`src/dio24_pkg.sv`:
```
package dio24_pkg;

  // Register offsets inside the I/O window
  localparam logic [3:0] OFS_FIRST_PORT_DATA  = 4'h0;
  localparam logic [3:0] OFS_SECOND_PORT_DATA = 4'h1;
  localparam logic [3:0] OFS_THIRD_PORT_DATA  = 4'h2;
  localparam logic [3:0] OFS_PORT_DIRECTION   = 4'h3;
  localparam logic [3:0] OFS_LINE_BIAS        = 4'h8;
  localparam logic [3:0] OFS_TOGGLE_IRQ_EN    = 4'hb;
  localparam logic [3:0] OFS_ALL_IRQ_DISABLE  = 4'hd;
  localparam logic [3:0] OFS_EDGE_IRQ_EN      = 4'he;
  localparam logic [3:0] OFS_PENDING_CLEAR    = 4'hf;

  // Direction register field positions (1 = input)
  localparam int unsigned DIR_THIRD_LOW_BIT  = 0;
  localparam int unsigned DIR_SECOND_BIT     = 1;
  localparam int unsigned DIR_THIRD_HIGH_BIT = 3;
  localparam int unsigned DIR_FIRST_BIT      = 4;
  localparam int unsigned DIR_SET_FLAG_BIT   = 7;
  localparam logic [7:0]  DIR_USED_MASK      = 8'h1b;
  localparam logic [7:0]  DIR_RESET          = 8'h1b;

  // Third port line 3 sits at bit 19 of the 24-line bus
  localparam int unsigned THIRD_LINE3_POS = 19;

  // Edge enable field positions
  localparam int unsigned EDGE_THIRD_LINE3_BIT = 0;
  localparam int unsigned EDGE_COUNTER_BIT     = 1;

  // Reset and default values
  localparam logic [3:0] BIAS_DEFAULT      = 4'hf;
  localparam logic [2:0] TOGGLE_EN_RESET   = 3'h7;
  localparam logic [1:0] EDGE_EN_RESET     = 2'h0;
  localparam logic [7:0] READ_ZERO         = 8'h00;

  // Port write masks over the 24-line bus
  localparam logic [23:0] MASK_FIRST  = 24'h0000ff;
  localparam logic [23:0] MASK_SECOND = 24'h00ff00;
  localparam logic [23:0] MASK_THIRD  = 24'hff0000;
  localparam logic [23:0] MASK_NONE   = 24'h000000;

endpackage

```
`src/dio24_sync.sv`:
```
`timescale 1ns/1ps
module dio24_sync #(
  parameter int unsigned W = 1
) (
  input  wire logic         clk_i,
  input  wire logic         rst_n_i,
  input  wire logic [W-1:0] d_i,
  output logic      [W-1:0] q_o
);

  logic [W-1:0] meta_r;

  // Two-stage synchroniser; only the second stage leaves this module
  always_ff @(posedge clk_i or negedge rst_n_i) begin
    if (!rst_n_i) begin
      meta_r <= '0;
      q_o    <= '0;
    end else begin
      meta_r <= d_i;
      q_o    <= meta_r;
    end
  end

endmodule

```
`src/dio24_port_irq_block.sv`:
```
`timescale 1ns/1ps
// Function
// - Offset 0 reads first port lines; writes latch byte driven on them.
// - Offset 1 reads second port lines; writes latch byte driven on them.
// - Third port at offset 2 splits into two nibbles with own direction.
// - A port set to output reads back the value it is driving.
// - After reset all 24 lines are inputs, nothing driven.
// - Direction bits: 0 third low, 1 second, 3 third high, 4 first; 1=input.
// - Direction readback shows zero in bits 2, 5, 6 and 7.
// - Data writes accepted while input; last value driven on switch to output.
// - Never-written port drives its sampled input levels when turned output.
// - Offset 8 selects bias per group: 1 pull-up, 0 pull-down; upper ignored.
// - Bias kept in non-volatile store, restored at power-up, default pull-up.
// - Offset B: active-low toggle enables per port, bits 7..3 read zero.
// - Any line toggle on an enabled port raises an interrupt.
// - All interrupt sources start disabled after reset.
// - Low external enable pin blocks all sources; pin idles high.
// - Any write to offset D disables every interrupt source.
// - Offset E bit 0 enables interrupt on third port line 3 rising edge.
// - Offset E bit 1 enables interrupt on counter output rising edge.
// - Any write to offset F clears pending interrupts.
module dio24_port_irq_block (
  input  wire logic        clk_i,
  input  wire logic        arst_n_i,
  input  wire logic [3:0]  addr_i,
  input  wire logic        wr_i,
  input  wire logic        rd_i,
  input  wire logic [7:0]  wdata_i,
  output logic      [7:0]  rdata_o,
  input  wire logic [23:0] line_in_i,
  output logic      [23:0] line_out_o,
  output logic      [23:0] line_oe_o,
  output logic      [3:0]  bias_pullup_o,
  input  wire logic        nv_valid_i,
  input  wire logic [3:0]  nv_bias_i,
  output logic             nv_we_o,
  output logic      [3:0]  nv_wdata_o,
  input  wire logic        irq_enable_pin_i,
  input  wire logic        counter_out_i,
  output logic             irq_o
);
  import dio24_pkg::*;

  // Expand four group bits (first, second, third low, third high) to 24 lines
  function automatic logic [23:0] expand_grp(input logic [3:0] g);
    expand_grp = {{4{g[3]}}, {4{g[2]}}, {8{g[1]}}, {8{g[0]}}};
  endfunction

  // Reorder direction register bits into group order
  function automatic logic [3:0] dir_to_grp(input logic [7:0] d);
    dir_to_grp = {d[DIR_THIRD_HIGH_BIT], d[DIR_THIRD_LOW_BIT],
                  d[DIR_SECOND_BIT], d[DIR_FIRST_BIT]};
  endfunction

  function automatic logic rise(input logic cur, input logic prev);
    rise = cur & ~prev;
  endfunction

  logic [1:0]  rst_sync_r;
  logic        rst_n;
  logic [23:0] line_s;
  logic [23:0] line_p_r;
  logic        cnt_s;
  logic        cnt_p_r;
  logic        irq_pin_s;
  logic [7:0]  dir_r;
  logic [7:0]  dir_nxt;
  logic [3:0]  written_r;
  logic [3:0]  written_nxt;
  logic [23:0] data_nxt;
  logic [3:0]  bias_nxt;
  logic        bias_loaded_r;
  logic [2:0]  tog_en_r;
  logic [2:0]  tog_en_nxt;
  logic [1:0]  edge_en_r;
  logic [1:0]  edge_en_nxt;
  logic        pending_nxt;
  logic [7:0]  rdata_nxt;

  // Reset release through two flops; assertion is immediate
  always_ff @(posedge clk_i or negedge arst_n_i) begin
    if (!arst_n_i) begin
      rst_sync_r <= 2'b00;
    end else begin
      rst_sync_r <= {rst_sync_r[0], 1'b1};
    end
  end
  assign rst_n = rst_sync_r[1];

  // Field lines, counter output and enable pin enter through synchronisers
  dio24_sync #(.W(26)) u_sync (
    .clk_i   (clk_i),
    .rst_n_i (rst_n),
    .d_i     ({irq_enable_pin_i, counter_out_i, line_in_i}),
    .q_o     ({irq_pin_s, cnt_s, line_s})
  );

  // Address decode
  wire wr_first  = wr_i && (addr_i == OFS_FIRST_PORT_DATA);
  wire wr_second = wr_i && (addr_i == OFS_SECOND_PORT_DATA);
  wire wr_third  = wr_i && (addr_i == OFS_THIRD_PORT_DATA);
  wire wr_dir    = wr_i && (addr_i == OFS_PORT_DIRECTION);
  wire wr_bias   = wr_i && (addr_i == OFS_LINE_BIAS);
  wire wr_tog    = wr_i && (addr_i == OFS_TOGGLE_IRQ_EN);
  wire wr_alloff = wr_i && (addr_i == OFS_ALL_IRQ_DISABLE);
  wire wr_edge   = wr_i && (addr_i == OFS_EDGE_IRQ_EN);
  wire wr_clear  = wr_i && (addr_i == OFS_PENDING_CLEAR);

  // Direction only changes when the set flag accompanies the write
  wire dir_take = wr_dir && wdata_i[DIR_SET_FLAG_BIT];
  assign dir_nxt = dir_take ? (wdata_i & DIR_USED_MASK) : dir_r;

  wire [3:0]  dir_grp   = dir_to_grp(dir_r);
  wire [23:0] dir_in_w  = expand_grp(dir_grp);
  wire [3:0]  wr_grp    = {wr_third, wr_third, wr_second, wr_first};
  wire [23:0] wr_mask   = wr_first  ? MASK_FIRST  :
                          wr_second ? MASK_SECOND :
                          wr_third  ? MASK_THIRD  : MASK_NONE;
  wire [23:0] wr_rep    = {wdata_i, wdata_i, wdata_i};

  // Untouched input groups follow their pins so the later switch is glitch-free
  wire [23:0] track_mask = expand_grp(dir_grp & ~written_r);

  assign written_nxt = written_r | wr_grp;
  assign data_nxt = (wr_rep & wr_mask)
                  | (line_s & track_mask & ~wr_mask)
                  | (line_out_o & ~track_mask & ~wr_mask);

  // Port data, written flags, direction and drive enables
  always_ff @(posedge clk_i or negedge rst_n) begin
    if (!rst_n) begin
      dir_r      <= DIR_RESET;
      written_r  <= 4'h0;
      line_out_o <= MASK_NONE;
      line_oe_o  <= MASK_NONE;
    end else begin
      dir_r      <= dir_nxt;
      written_r  <= written_nxt;
      line_out_o <= data_nxt;
      line_oe_o  <= ~expand_grp(dir_to_grp(dir_nxt));
    end
  end

  // Bias: reset shows pull-up, the stored copy is picked up one cycle later
  assign bias_nxt = wr_bias        ? wdata_i[3:0] :
                    !bias_loaded_r ? (nv_valid_i ? nv_bias_i : BIAS_DEFAULT) :
                    bias_pullup_o;

  always_ff @(posedge clk_i or negedge rst_n) begin
    if (!rst_n) begin
      bias_loaded_r <= 1'b0;
      bias_pullup_o <= BIAS_DEFAULT;
      nv_we_o       <= 1'b0;
      nv_wdata_o    <= BIAS_DEFAULT;
    end else begin
      bias_loaded_r <= 1'b1;
      bias_pullup_o <= bias_nxt;
      nv_we_o       <= wr_bias;
      nv_wdata_o    <= wr_bias ? wdata_i[3:0] : nv_wdata_o;
    end
  end

  // Event detection on synchronised samples
  wire [2:0] tog_ev = {|(line_s[23:16] ^ line_p_r[23:16]),
                       |(line_s[15:8]  ^ line_p_r[15:8]),
                       |(line_s[7:0]   ^ line_p_r[7:0])};
  wire c3_rise  = rise(line_s[THIRD_LINE3_POS], line_p_r[THIRD_LINE3_POS]);
  wire cnt_rise = rise(cnt_s, cnt_p_r);

  // A low enable pin masks every source
  wire event_any = irq_pin_s && (
                     (|(tog_ev & ~tog_en_r))
                   || (c3_rise  && edge_en_r[EDGE_THIRD_LINE3_BIT])
                   || (cnt_rise && edge_en_r[EDGE_COUNTER_BIT]));

  // A write to the disable offset overrides any enable write in the same cycle
  assign tog_en_nxt  = wr_alloff ? TOGGLE_EN_RESET :
                       wr_tog    ? wdata_i[2:0] : tog_en_r;
  assign edge_en_nxt = wr_alloff ? EDGE_EN_RESET :
                       wr_edge   ? wdata_i[1:0] : edge_en_r;

  // New event beats a clear arriving in the same cycle
  assign pending_nxt = event_any | (irq_o & ~wr_clear);

  always_ff @(posedge clk_i or negedge rst_n) begin
    if (!rst_n) begin
      line_p_r  <= MASK_NONE;
      cnt_p_r   <= 1'b0;
      tog_en_r  <= TOGGLE_EN_RESET;
      edge_en_r <= EDGE_EN_RESET;
      irq_o     <= 1'b0;
    end else begin
      line_p_r  <= line_s;
      cnt_p_r   <= cnt_s;
      tog_en_r  <= tog_en_nxt;
      edge_en_r <= edge_en_nxt;
      irq_o     <= pending_nxt;
    end
  end

  // Inputs show pins, outputs show the driven value
  wire [23:0] port_rd = (dir_in_w & line_s) | (~dir_in_w & line_out_o);

  always_comb begin
    case (addr_i)
      OFS_FIRST_PORT_DATA:  rdata_nxt = port_rd[7:0];
      OFS_SECOND_PORT_DATA: rdata_nxt = port_rd[15:8];
      OFS_THIRD_PORT_DATA:  rdata_nxt = port_rd[23:16];
      OFS_PORT_DIRECTION:   rdata_nxt = dir_r & DIR_USED_MASK;
      OFS_TOGGLE_IRQ_EN:    rdata_nxt = {5'h00, tog_en_r};
      OFS_EDGE_IRQ_EN:      rdata_nxt = {6'h00, edge_en_r};
      default:              rdata_nxt = READ_ZERO;
    endcase
  end

  // Read data is captured on the read strobe and held until the next one
  always_ff @(posedge clk_i or negedge rst_n) begin
    if (!rst_n) begin
      rdata_o <= READ_ZERO;
    end else if (rd_i) begin
      rdata_o <= rdata_nxt;
    end
  end

  AST_RD_FIRST_OUT: assert property (@(posedge clk_i) disable iff (!rst_n)
    (rd_i && addr_i == OFS_FIRST_PORT_DATA && !dir_r[DIR_FIRST_BIT])
      |=> rdata_o == $past(line_out_o[7:0]))
    else $error("first port readback differs from driven value");

  AST_RD_SECOND_IN: assert property (@(posedge clk_i) disable iff (!rst_n)
    (rd_i && addr_i == OFS_SECOND_PORT_DATA && dir_r[DIR_SECOND_BIT])
      |=> rdata_o == $past(line_s[15:8]))
    else $error("second port read does not show pins");

  AST_WR_THIRD: assert property (@(posedge clk_i) disable iff (!rst_n)
    wr_third |=> line_out_o[23:16] == $past(wdata_i))
    else $error("third port write not latched");

  AST_DIR_RB: assert property (@(posedge clk_i) disable iff (!rst_n)
    (rd_i && addr_i == OFS_PORT_DIRECTION) |=> (rdata_o[7:5] == 3'h0 && !rdata_o[2]))
    else $error("direction reserved bits read nonzero");

  AST_DIR_NOFLAG: assert property (@(posedge clk_i) disable iff (!rst_n)
    (wr_dir && !wdata_i[DIR_SET_FLAG_BIT]) |=> $stable(line_oe_o))
    else $error("direction changed without set flag");

  AST_DIR_FIRST: assert property (@(posedge clk_i) disable iff (!rst_n)
    dir_take |=> line_oe_o[7:0] == {8{~$past(wdata_i[DIR_FIRST_BIT])}})
    else $error("first port enable mismatches direction");

  AST_TRACK: assert property (@(posedge clk_i) disable iff (!rst_n)
    (dir_r[DIR_FIRST_BIT] && !written_r[0] && !wr_first)
      |=> line_out_o[7:0] == $past(line_s[7:0]))
    else $error("unwritten first port not tracking pins");

  AST_PEND_HOLD: assert property (@(posedge clk_i) disable iff (!rst_n)
    (irq_o && !wr_clear) |=> irq_o)
    else $error("pending request dropped without clear");

  AST_CLEAR: assert property (@(posedge clk_i) disable iff (!rst_n)
    (wr_clear && !event_any) |=> !irq_o)
    else $error("clear did not drop request");

  AST_PIN_GATE: assert property (@(posedge clk_i) disable iff (!rst_n)
    (!irq_pin_s && !irq_o) |=> !irq_o)
    else $error("request raised while enable pin low");

  AST_ALL_OFF: assert property (@(posedge clk_i) disable iff (!rst_n)
    wr_alloff |=> (!event_any && tog_en_r == TOGGLE_EN_RESET))
    else $error("sources still enabled after global disable");

  AST_BIAS: assert property (@(posedge clk_i) disable iff (!rst_n)
    wr_bias |=> (bias_pullup_o == $past(wdata_i[3:0]) && nv_we_o))
    else $error("bias write not applied");

  AST_C3_EDGE: assert property (@(posedge clk_i) disable iff (!rst_n)
    (irq_pin_s && edge_en_r[EDGE_THIRD_LINE3_BIT] && c3_rise) |=> irq_o)
    else $error("line 3 rising edge missed");

  AST_CNT_EDGE: assert property (@(posedge clk_i) disable iff (!rst_n)
    (irq_pin_s && edge_en_r[EDGE_COUNTER_BIT] && cnt_rise) |=> irq_o)
    else $error("counter rising edge missed");

  AST_TOGGLE: assert property (@(posedge clk_i) disable iff (!rst_n)
    (irq_pin_s && !tog_en_r[1] && (line_s[15:8] != line_p_r[15:8])) |=> irq_o)
    else $error("second port toggle missed");

  AST_UNUSED: assert property (@(posedge clk_i) disable iff (!rst_n)
    (rd_i && (addr_i == 4'h5 || addr_i == 4'hc || addr_i == OFS_PENDING_CLEAR))
      |=> rdata_o == READ_ZERO)
    else $error("unused offset read nonzero");

  AST_WR_FIRST: assert property (@(posedge clk_i) disable iff (!rst_n)
    wr_first |=> line_out_o[7:0] == $past(wdata_i))
    else $error("first port write not latched");

  AST_WR_SECOND: assert property (@(posedge clk_i) disable iff (!rst_n)
    wr_second |=> line_out_o[15:8] == $past(wdata_i))
    else $error("second port write not latched");

  AST_NIBBLE_OE: assert property (@(posedge clk_i) disable iff (!rst_n)
    dir_take |=> (line_oe_o[19:16] == {4{~$past(wdata_i[DIR_THIRD_LOW_BIT])}}
              && line_oe_o[23:20] == {4{~$past(wdata_i[DIR_THIRD_HIGH_BIT])}}))
    else $error("third port nibble enables mismatch direction");

  AST_RD_THIRD_OUT: assert property (@(posedge clk_i) disable iff (!rst_n)
    (rd_i && addr_i == OFS_THIRD_PORT_DATA && !dir_r[DIR_THIRD_HIGH_BIT])
      |=> rdata_o[7:4] == $past(line_out_o[23:20]))
    else $error("third port high nibble readback differs from driven value");

  AST_RESET_IN: assert property (@(posedge clk_i)
    !rst_n |-> line_oe_o == MASK_NONE)
    else $error("line driven during reset");

  AST_WR_KEEP: assert property (@(posedge clk_i) disable iff (!rst_n)
    (written_r[0] && !wr_first) |=> $stable(line_out_o[7:0]))
    else $error("written first port value not kept");

  AST_NV_LOAD: assert property (@(posedge clk_i) disable iff (!rst_n)
    (!bias_loaded_r && !wr_bias)
      |=> bias_pullup_o == ($past(nv_valid_i) ? $past(nv_bias_i) : BIAS_DEFAULT))
    else $error("stored bias not restored after reset");

  AST_TOG_RB: assert property (@(posedge clk_i) disable iff (!rst_n)
    (rd_i && addr_i == OFS_TOGGLE_IRQ_EN) |=> rdata_o[7:3] == 5'h00)
    else $error("toggle enable upper bits read nonzero");

  AST_SRC_OFF: assert property (@(posedge clk_i) disable iff (!rst_n)
    !bias_loaded_r |-> (tog_en_r == TOGGLE_EN_RESET && edge_en_r == EDGE_EN_RESET
                        && !irq_o))
    else $error("interrupt source enabled at reset release");

  AST_EDGE_RB: assert property (@(posedge clk_i) disable iff (!rst_n)
    (rd_i && addr_i == OFS_EDGE_IRQ_EN) |=> rdata_o[7:2] == 6'h00)
    else $error("edge enable upper bits read nonzero");

  AST_SET_WINS: assert property (@(posedge clk_i) disable iff (!rst_n)
    (wr_clear && event_any) |=> irq_o)
    else $error("same-cycle event lost to clear");

  AST_SYNC_CNT: assert property (@(posedge clk_i) disable iff (!rst_n)
    $rose(cnt_s) |-> $past(counter_out_i, 2))
    else $error("counter edge seen without synchroniser delay");

endmodule

```
`config.mk`:
```
export PLATFORM = sky130hd
export DESIGN_NAME = dio24_port_irq_block
export DESIGN_NICKNAME = d
export VERILOG_FILES = /design/src/dio24_pkg.sv /design/src/dio24_sync.sv /design/src/dio24_port_irq_block.sv
export SDC_FILE = /design/constraint.sdc
export NUM_CORES = 1
export LEC_CHECK = 0
export BUFFER_PORTS_ARGS = -buffer_cell sky130_fd_sc_hd__buf_4
export CAP_MARGIN = 20
export CORE_MARGIN = 1.5
export CORE_UTILIZATION = 51
export CTS_BUF_LIST = sky130_fd_sc_hd__clkbuf_8
export DETAILED_ROUTE_END_ITERATION = 7
export PLACE_DENSITY_LB_ADDON = 0.05
export SYNTH_ARGS = -nofsm -noshare
export SYNTH_HDL_FRONTEND = slang
export SYNTH_SLANG_ARGS = --single-unit
```
`constraint.sdc`:
```
create_clock -name clk_i -period 4.1 [get_ports clk_i]
set_input_delay 0.205 -clock clk_i [delete_from_list [all_inputs] [get_ports clk_i]]
set_output_delay 0.205 -clock clk_i [all_outputs]
set_load 0.02 [all_outputs]
```
==> impl.org, run 1 <==
** Drt
- Total vias in the final route :: 3716
- WL/cell :: 16.9 µm
- Residual DRC :: 0
- The count of nets left with antenna violations once routing finished came out at 0.
- Aggregate routed wire length :: 12200 µm
- The pre-antenna-repair detailed-routing pass consisted of 4 iterations.
- The detailed router finished its first iteration with 217 violations.
- In the routed layout, each cell is associated on average with a via count of 5.15.

** Timing
- In the finished design, the share of the clock period the worst path needs comes to 48.7%.
- Worst Skew :: 0.00733 ns
- Fmax achieved :: 501 MHz
- Setup repair after global routing left no endpoint under its margin.
- The number of hold violations in the final report is 0.
- Setup violations remaining at the end of the flow were counted as 0.
- After routing, the total negative slack on setup checks comes to 0 ns.
- Measured against its own limit, the worst slew margin works out to 35.8%.
- Slack of the critical path :: 2.10 ns
- The worst path in the final design needs a cycle of 2.00 ns, including I/O delays and setup.
- Slew at the pin closest to its max-slew limit :: 0.960 ns
- Slew Viols, Final :: 0

** CTS
- TritonCTS created 17 clock buffers.
- Counting along the longest clock path gives a buffer depth of 2.
- After clock tree synthesis, the clock-pin slew on the worst setup and hold paths is 0.07 ns.
- TritonCTS built the clock tree.
- The clock tree synthesis step divided the H-tree into 4 levels.
- The clock drives 139 sinks.
- Clock Tree Root :: sky130_fd_sc_hd__clkbuf_8
- Number of gates resized after CTS :: 0
- Clock latency on the worst-skew pair, taken at its later pin, is 0.43 ns.

** Finish
- From synthesis to final layout, the design area changed by 25.0%.
- Number of diodes :: 0
- After filler insertion, the fill cell instance count of the layout stands at 810.
- At the end of the flow the core is filled with cells to 66.5%.
- The net count of the finished layout is 620.
- Fraction of layout cells with a size suffix above 1 :: 29.4%

** Setup path
- FF-to-FF setup slack :: 2.10 ns
- The critical path goes through nor2b_1, mux2i_1, o21ai_1.
- Kind of start point of the critical path :: register
- The setup path with the least slack is of type reg2reg.
- Data on the critical path arrives at its endpoint at 2.29 ns.
- On the worst path, the slowest cell contributes a delay of 0.79 ns.
- Worst setup EP type :: register
- STA puts the critical path data required time at 4.39 ns.
- Largest fanout of any net on the critical path :: 15
- Crit-path slowest cell :: sky130_fd_sc_hd__nor2b_1

** Logic synthesis
- After synthesis, the share of flip-flops with an asynchronous set or reset is 100%.
- The number of different library cells used by synthesis comes to 38.
- Synth top cells by count :: 124 x sky130_fd_sc_hd__dfrtp_1, 43 x sky130_fd_sc_hd__mux2i_1, 36 x sky130_fd_sc_hd__nand2_1
- By area the synthesized netlist is led by sky130_fd_sc_hd__dfrtp_1 56%, sky130_fd_sc_hd__mux2i_1 7.8%, sky130_fd_sc_hd__dfstp_2 7.1%.
- Count of flip-flops with a built-in enable after synthesis :: 0
- Library cell with the highest instance count after synthesis :: sky130_fd_sc_hd__dfrtp_1
- For this run, the number of Yosys warnings is 0.
- Predominant post-synthesis flop cell :: sky130_fd_sc_hd__dfrtp_1
- Summing the sequential cell areas from Yosys gives 63.1% of the chip area.
- Averaged over all synthesized cells, the footprint is 12.2 µm².
- In this run, synthesis produced a sequential element count of 139.
- Of all cell types, the one taking the most synthesized area is sky130_fd_sc_hd__dfrtp_1.
- Of the post-synthesis cell area, the dominant cell type holds 56.0%.
- Netlist area before placement :: 5540 µm²
- Syn Inst Count :: 453

** Floorplanning
- The initial utilization of the core area, before any placement, comes to 53.2%.
- Die Footprint :: 11500 µm²
- Ports placed on the boundary :: 113
- The die is 107 µm wide.
- Die Height :: 107 µm
- Cell Rows :: 37
- The core region is 10400 µm².

** Place
- Input and output buffers added on the ports amount to 112.
- Timing analysis after detailed placement gives a worst setup slack of 2.09 ns.
- Detailed placement finished with a half-perimeter wire length of 8470 µm.
- The congestion estimate from routability-driven global placement came to 0.786.

** GRT
- The number of global-route vias before repair was 3764.
- First-pass GRT wire length :: 19500 µm
- Sum of overflow across all layers after global routing :: 0
- Global routing used 23.1% of the available tracks across all layers.
- Maximum number of pins on one net before global-route repair :: 49
- Initial antenna violation count :: 0

** Power and ir drop
- Sw Ratio :: 32.6%
- Summed over all cells, the static leakage comes to 3.09 nW.
- Internal power of the cells :: 2.54 mW
- Sequential cells burn 48.1% of the power.
- Net Switching :: 1.23 mW
- Summing internal, switching and leakage power gives 3.77 mW.
- Per report_power, the clock group accounts for 25.2% of the total.
- In this run, the combinational gates consume 26.7% of the power.
- VDD sags by at most 0.000332 V.
- Power density over cell area :: 545 nW/µm²

** Status
- Result of the run :: finished, final reports clean

** Worst hold path
- Hold Path Class :: in2reg

** Flow run
- Across the run, the number of max-cap violations was 0.
-- routing by layer --
metal	track usage [%]	vias to the layer above	part of all wire, %
met4	9.14	0	1.6
met5	0	-	0
met2	36.9	131	48
met3	4.86	19	6.4
li1	-	1755	-
met1	31.1	1811	44
-- per-stage QoR --
| step | area, µm² | instances | hold WS, ns |
|---|---|---|---|
| after global placement | 6310 | 662 | -0.0126 |
| after global routing | 6920 | 721 | 0.0253 |
| after detailed placement | 6310 | 662 | -0.0108 |
| final | 6920 | 721 | 0.0286 |
| after floorplan | 5540 | 454 | -0.0906 |
| after CTS | 6920 | 721 | 0.0106 |
-- flip-flops by register name, indices dropped and copies added, names as in the netlist --
name           flops
tog_en_r           3
line_oe_o          4
u_sync.meta_r     26
bias_loaded_r      1
cnt_p_r            1
line_p_r          24
u_sync.q_o        26
bias_pullup_o      4
dir_r              4
written_r          4
nv_we_o            1
edge_en_r          2
nv_wdata_o         4
irq_o              1
rst_sync_r         2
rdata_o            8
line_out_o        24
-- cell families (layout without fill, tap and decap cells) --
family / count (synthesis) / in the layout / share of synthesized area (%)
flops: 139 / 139 / 63.1
fa+ha+maj: 1 / 1 / 0.226
buf+inv: 61 / 192 / 5.96
mux: 47 / 47 / 8.59
simple gates: 88 / 88 / 8.20
compound gates: 93 / 93 / 10.2
xor+xnor: 23 / 23 / 3.64
other cells: 1 / 2 / 0.0677
-- critical path: cells and delay by family (launching register included) --
family | cells | cell delay [ns]
mux | 1 | 0.28
simple gates | 1 | 0.79
compound gates | 1 | 0.07
flops | 1 | 0.72
-- layout make-up --
class                      count  area (µm²)  share of cell area, %
timing repair buffer         141        1130                   16.3
inverter                      19        71.3                   1.03
tap                          136         170                   2.46
multi-input combinational    254        1710                   24.8
sequential                   139        3500                   50.6
clock buffer                  18         248                   3.58
clock inverter                14        91.3                   1.32
-- layout by cell type, fill, tap and decap left out, types with 2 or more instances in the layout --
| cell | netlist | layout |
|---|---|---|
| sky130_fd_sc_hd__a211oi_1 | 9 | 9 |
| sky130_fd_sc_hd__a21boi_1 | 2 | 2 |
| sky130_fd_sc_hd__a21oi_1 | 19 | 19 |
| sky130_fd_sc_hd__a22o_1 | 6 | 6 |
| sky130_fd_sc_hd__a31oi_1 | 2 | 2 |
| sky130_fd_sc_hd__buf_4 | 22 | 114 |
| sky130_fd_sc_hd__clkbuf_8 | 0 | 18 |
| sky130_fd_sc_hd__clkinv_2 | 0 | 7 |
| sky130_fd_sc_hd__conb_1 | 1 | 2 |
| sky130_fd_sc_hd__dfrtp_1 | 124 | 123 |
| sky130_fd_sc_hd__dfstp_2 | 15 | 15 |
| sky130_fd_sc_hd__dlygate4sd3_1 | 0 | 27 |
| sky130_fd_sc_hd__inv_1 | 19 | 24 |
| sky130_fd_sc_hd__mux2_2 | 4 | 4 |
| sky130_fd_sc_hd__mux2i_1 | 43 | 43 |
| sky130_fd_sc_hd__nand2_1 | 36 | 36 |
| sky130_fd_sc_hd__nand2b_1 | 3 | 3 |
| sky130_fd_sc_hd__nand3_1 | 6 | 6 |
| sky130_fd_sc_hd__nor2_1 | 15 | 15 |
| sky130_fd_sc_hd__nor2_4 | 4 | 4 |
| sky130_fd_sc_hd__nor2b_1 | 10 | 10 |
| sky130_fd_sc_hd__nor3_1 | 2 | 2 |
| sky130_fd_sc_hd__nor4_1 | 5 | 5 |
| sky130_fd_sc_hd__o21ai_0 | 13 | 13 |
| sky130_fd_sc_hd__o21ai_1 | 26 | 26 |
| sky130_fd_sc_hd__o22a_1 | 6 | 6 |
| sky130_fd_sc_hd__o22ai_1 | 6 | 6 |
| sky130_fd_sc_hd__or2_2 | 4 | 4 |
| sky130_fd_sc_hd__xor2_1 | 22 | 22 |
-- power groups by stage --
stage	Sequential (mW)	Clock [mW]	Combinational, mW
finish	1.81	0.949	1.01
global route	1.84	1.05	1.09
CTS	1.82	0.979	1.02
detailed placement	1.84	0	0.995
global placement	1.83	0	0.977
floorplan	1.94	0	0.468
-- path summary, 6_finish.rpt --
| path | depth (start not counted) | endpoint | from |
|---|---|---|---|
| max | 3 | line_out_o[3]$_DFF_PN0_ | dir_r[4]$_DFF_PN1_ |
| min | 3 | line_out_o[6]$_DFF_PN0_ | wdata_i[6] |
| max reg2reg | 3 | line_out_o[3]$_DFF_PN0_ | dir_r[4]$_DFF_PN1_ |
| min reg2reg | 0 | u_sync.q_o[9]$_DFF_PN0_ | u_sync.meta_r[9]$_DFF_PN0_ |
| max in group asynchronous | 1 | u_sync.q_o[8]$_DFF_PN0_ | rst_sync_r[1]$_DFF_PN0_ |
| min in group asynchronous | 2 | rst_sync_r[0]$_DFF_PN0_ | arst_n_i |
-- repair_timing --
action	CTS	global route
buffers inserted	0	0
hold buffers	27	0
endpoints found under the hold margin	28	0
setup endpoints to repair	0	0
Power figures use the tool's default switching activity.
==> inputs of run 2 (changes only) <==
- clock period: 4.1 -> 1.7 ns (I/O delays scaled with it)
==> impl.org, run 2 (same netlist as run 1, synthesis figures left out) <==
** GRT
- Number of global-route vias before repair :: 3685 (-2.1%)
- The number of antenna violations at the first check in global routing was 0 (unchanged).
- Sum of overflow across all layers after global routing :: 0 (unchanged)
- First-pass GRT wire length :: 19000 µm (-2.4%)
- Maximum number of pins on one net before global-route repair :: 71 (+45%)
- Global-route total usage across every layer :: 22.5% (-0.63 points)

** Timing
- Number of failing setup endpoints in the final timing report :: 0 (unchanged)
- Final hold violation count :: 0 (unchanged)
- Final Critical Period :: 1.65 ns (-0.348 ns)
- Unrepaired setup endpoints after global routing :: true
- The maximum clock frequency was 607 MHz (+21%).
- The largest clock skew in the final design is 0.00874 ns (+0.00142 ns).
- The count of pins over their slew limit is 0 (unchanged).
- The final hold slack came to 0.0442 ns (+0.0156 ns).
- Share of the clock period used by the worst path :: 96.9% (+48 points)

** Finish
- Fraction of layout cells with a size suffix above 1 :: 32.1% (+2.7 points)
- The final-stage net count came to 649 (+4.7%).
- The area of the multi-input gates is 1750 µm² (+2.3%).
- Relative to the synthesized area, the layout overhead comes to 31.7%.
- In the final layout, the registers with the most flip-flops are u_sync.meta_r (26), u_sync.q_o (26).
- The filler cell count in the final layout is 763 (-5.8%).
- Final core area utilization :: 70.0% (+3.6 points)
- Number of diodes :: 0 (unchanged)
- Commonest non-fill, non-tap cells in the layout :: 126 x sky130_fd_sc_hd__buf_4, 123 x sky130_fd_sc_hd__dfrtp_1, 42 x sky130_fd_sc_hd__mux2i_1
- The post-layout instance count excluding filler cells was 750 (+4.0%).
- FF/Latch Area :: 3500 µm² (unchanged)
- The library cell used most frequently in the layout, excluding fill and tap cells, is sky130_fd_sc_hd__buf_4.

** Floorplanning
- Die Footprint :: 11500 µm² (unchanged)
- The die extent in y came to 107 µm (unchanged).
- Cell Rows :: 37 (unchanged)
- The number of placed I/O pins was 113 (unchanged).
- Initial Utilization :: 53.2% (unchanged)
- The core box area came to 10400 µm² (unchanged).
- The horizontal die dimension was 107 µm (unchanged).

** CTS
- TritonCTS built the clock tree.
- The number of buffers created by CTS came to 17 (unchanged).
- The total number of clock tree sinks was 139 (unchanged).
- Clock edge transition at the registers on the reported setup and hold paths :: 0.07 ns (about the same)
- The CTS H-tree depth came to 4 (unchanged).
- In this run the clock root is driven by a sky130_fd_sc_hd__clkbuf_8.
- Maximum buffer depth of the clock tree :: 2 (unchanged)
- Clk Latency, worst-skew pair :: 0.43 ns (about the same)

** Worst hold path
- Hold Crit Depth :: 5 (+2)
- Hold Path Class :: in2reg
- Hold path startpoint :: nv_bias_i[1]
- Sink of the worst hold path :: bias_pullup_o[1]$_DFFE_PN1P_

** Place
- Weighted congestion reported at the end of routability-driven placement :: 0.870 (+11%)
- The number of placed instances, taps included came to 674 (+1.8%).
- The count of port buffers added during placement is 112 (unchanged).
- The half-perimeter wire length after placement came to 8400 µm (-0.78%).

** Drt
- The overall via count from detail_route is 3791 (+2.0%).
- Number of optimization iterations in the first detailed-route pass :: 5 (+1)
- The post-detailed-route via-to-cell ratio is 5.05 (-1.9%).
- Aggregate routed wire length :: 12200 µm (+0.30%)
- The DRC violation count after routing was 0 (unchanged).
- WL/cell :: 16.3 µm (-3.6%)
- Count of nets left with antenna violations after detail routing :: 0 (unchanged)
- Initial drt markers :: 212 (-2.3%)

** Power and ir drop
- Gate power share :: 27.5% (+0.8 points)
- The total power after layout came to 9.45 mW (+150%).
- The total leakage power is 3.24 nW (+5.0%).
- The switching power as a share of total power was 32.2% (-0.32 points).
- The maximum VDD drop is 0.000711 V (+110%).
- Sequential Power Share :: 45.7% (-2.4 points)
- Internal power of the cells :: 6.40 mW (+150%)
- The switching power summed over all nets was 3.05 mW (+150%).
- The power density normalized to cell area was 1300 nW/µm² (+140%).
- The proportion of power drawn by the clock network was 26.8% (+1.6 points).

** Setup path
- Worst reg2reg path startpoint :: dir_r[1]$_DFF_PN1_
- Largest stage delay on the critical path :: 0.67 ns (-0.12 ns)
- WP buf/inv :: 0 (unchanged)
- The required time at the worst-slack endpoint was 2.01 ns (-2.38 ns).
- Kind of start point of the critical path :: register
- FF-to-FF setup slack :: 0.05 ns (-2.05 ns)
- Largest fanout of any net on the critical path :: 9 (-6)
- Crit-path slowest cell :: sky130_fd_sc_hd__dfstp_2
- Among cell families on the critical path, the largest total delay comes from flip-flops.
- List of cells traversed by the critical path :: mux2_2, a21oi_1, o22a_1, o22ai_1
- Worst setup EP type :: register
- The critical path is of the reg2reg type.
- Reg-to-Reg End :: rdata_o[5]$_DFFE_PN0P_
- Logic depth of the worst register-to-register path :: 4 (+1)
- Endpoint arrival time on the critical path :: 1.96 ns (-0.33 ns)

** Status
- Result of the run :: finished, final reports clean

** Flow run
- Number of maximum-capacitance violations :: 0 (unchanged)
[run 2: per-layer routing]
metal	vias to the layer above	wire (µm)	global-route usage, %
li1	1823	-	-
met5	-	0	0
met4	0	193	8.10
met1	1812	5550	31.8
met3	15	824	4.86
met2	141	5630	34.4
[run 2: worst max-delay path by stage]
stage                                   from                endpoint  slack, ns  depth (start not counted)
after CTS                 dir_r[1]$_DFF_PN1_  rdata_o[2]$_DFFE_PN0P_      0.005                          5
final                     dir_r[1]$_DFF_PN1_  rdata_o[5]$_DFFE_PN0P_       0.05                          4
after global routing      dir_r[1]$_DFF_PN1_  rdata_o[2]$_DFFE_PN0P_      -0.01                          5
after detailed placement  dir_r[1]$_DFF_PN1_  rdata_o[2]$_DFFE_PN0P_      0.009                          5
after global placement    dir_r[1]$_DFF_PN1_  rdata_o[7]$_DFFE_PN0P_       0.05                          4
after floorplan           dir_r[1]$_DFF_PN1_  rdata_o[5]$_DFFE_PN0P_       0.20                          5
[run 2: what timing repair did]
| item | in CTS | in global routing |
|---|---|---|
| hold endpoints to repair | 78 | 0 |
| hold buffers | 41 | 0 |
| setup buffers | 0 | 3 |
| setup endpoints to repair | 0 | 4 |
| gates resized for setup | 0 | 7 |
[run 2: worst register-to-register path, stage by stage (launching register included)]
cell	delay, ns
sky130_fd_sc_hd__dfstp_2	0.67
sky130_fd_sc_hd__mux2_2	0.39
sky130_fd_sc_hd__a21oi_1	0.17
sky130_fd_sc_hd__o22a_1	0.22
sky130_fd_sc_hd__o22ai_1	0.08
[run 2: per-stage QoR]
stage | setup TNS (ns) | setup WS [ns] | instance area [µm²]
after CTS | 0 | 0.00520 | 7230
final | 0 | 0.0525 | 7290
after detailed placement | 0 | 0.00946 | 6440
after floorplan | 0 | 0.202 | 5550
after global placement | 0 | 0.0462 | 6440
after global routing | -0.0103 | -0.0103 | 7290
[run 2: power by group through the flow]
stage	registers, mW	logic (mW)	clock network, mW
2_1_floorplan	4.68	1.13	0
3_3_place_gp	4.36	2.47	0
3_5_place_dp	4.37	2.50	0
4_1_cts	4.32	2.58	2.60
5_1_grt	4.38	2.78	2.73
6_report	4.31	2.60	2.53
[run 2: final cells by class]
type / count / area share (%)
flip-flops and latches: 139 / 48.0
clock buffers: 18 / 3.40
multi-input cells: 254 / 24.0
well taps: 136 / 2.33
repair buffers: 170 / 19.4
clock inverters: 14 / 1.84
inverters: 19 / 0.978
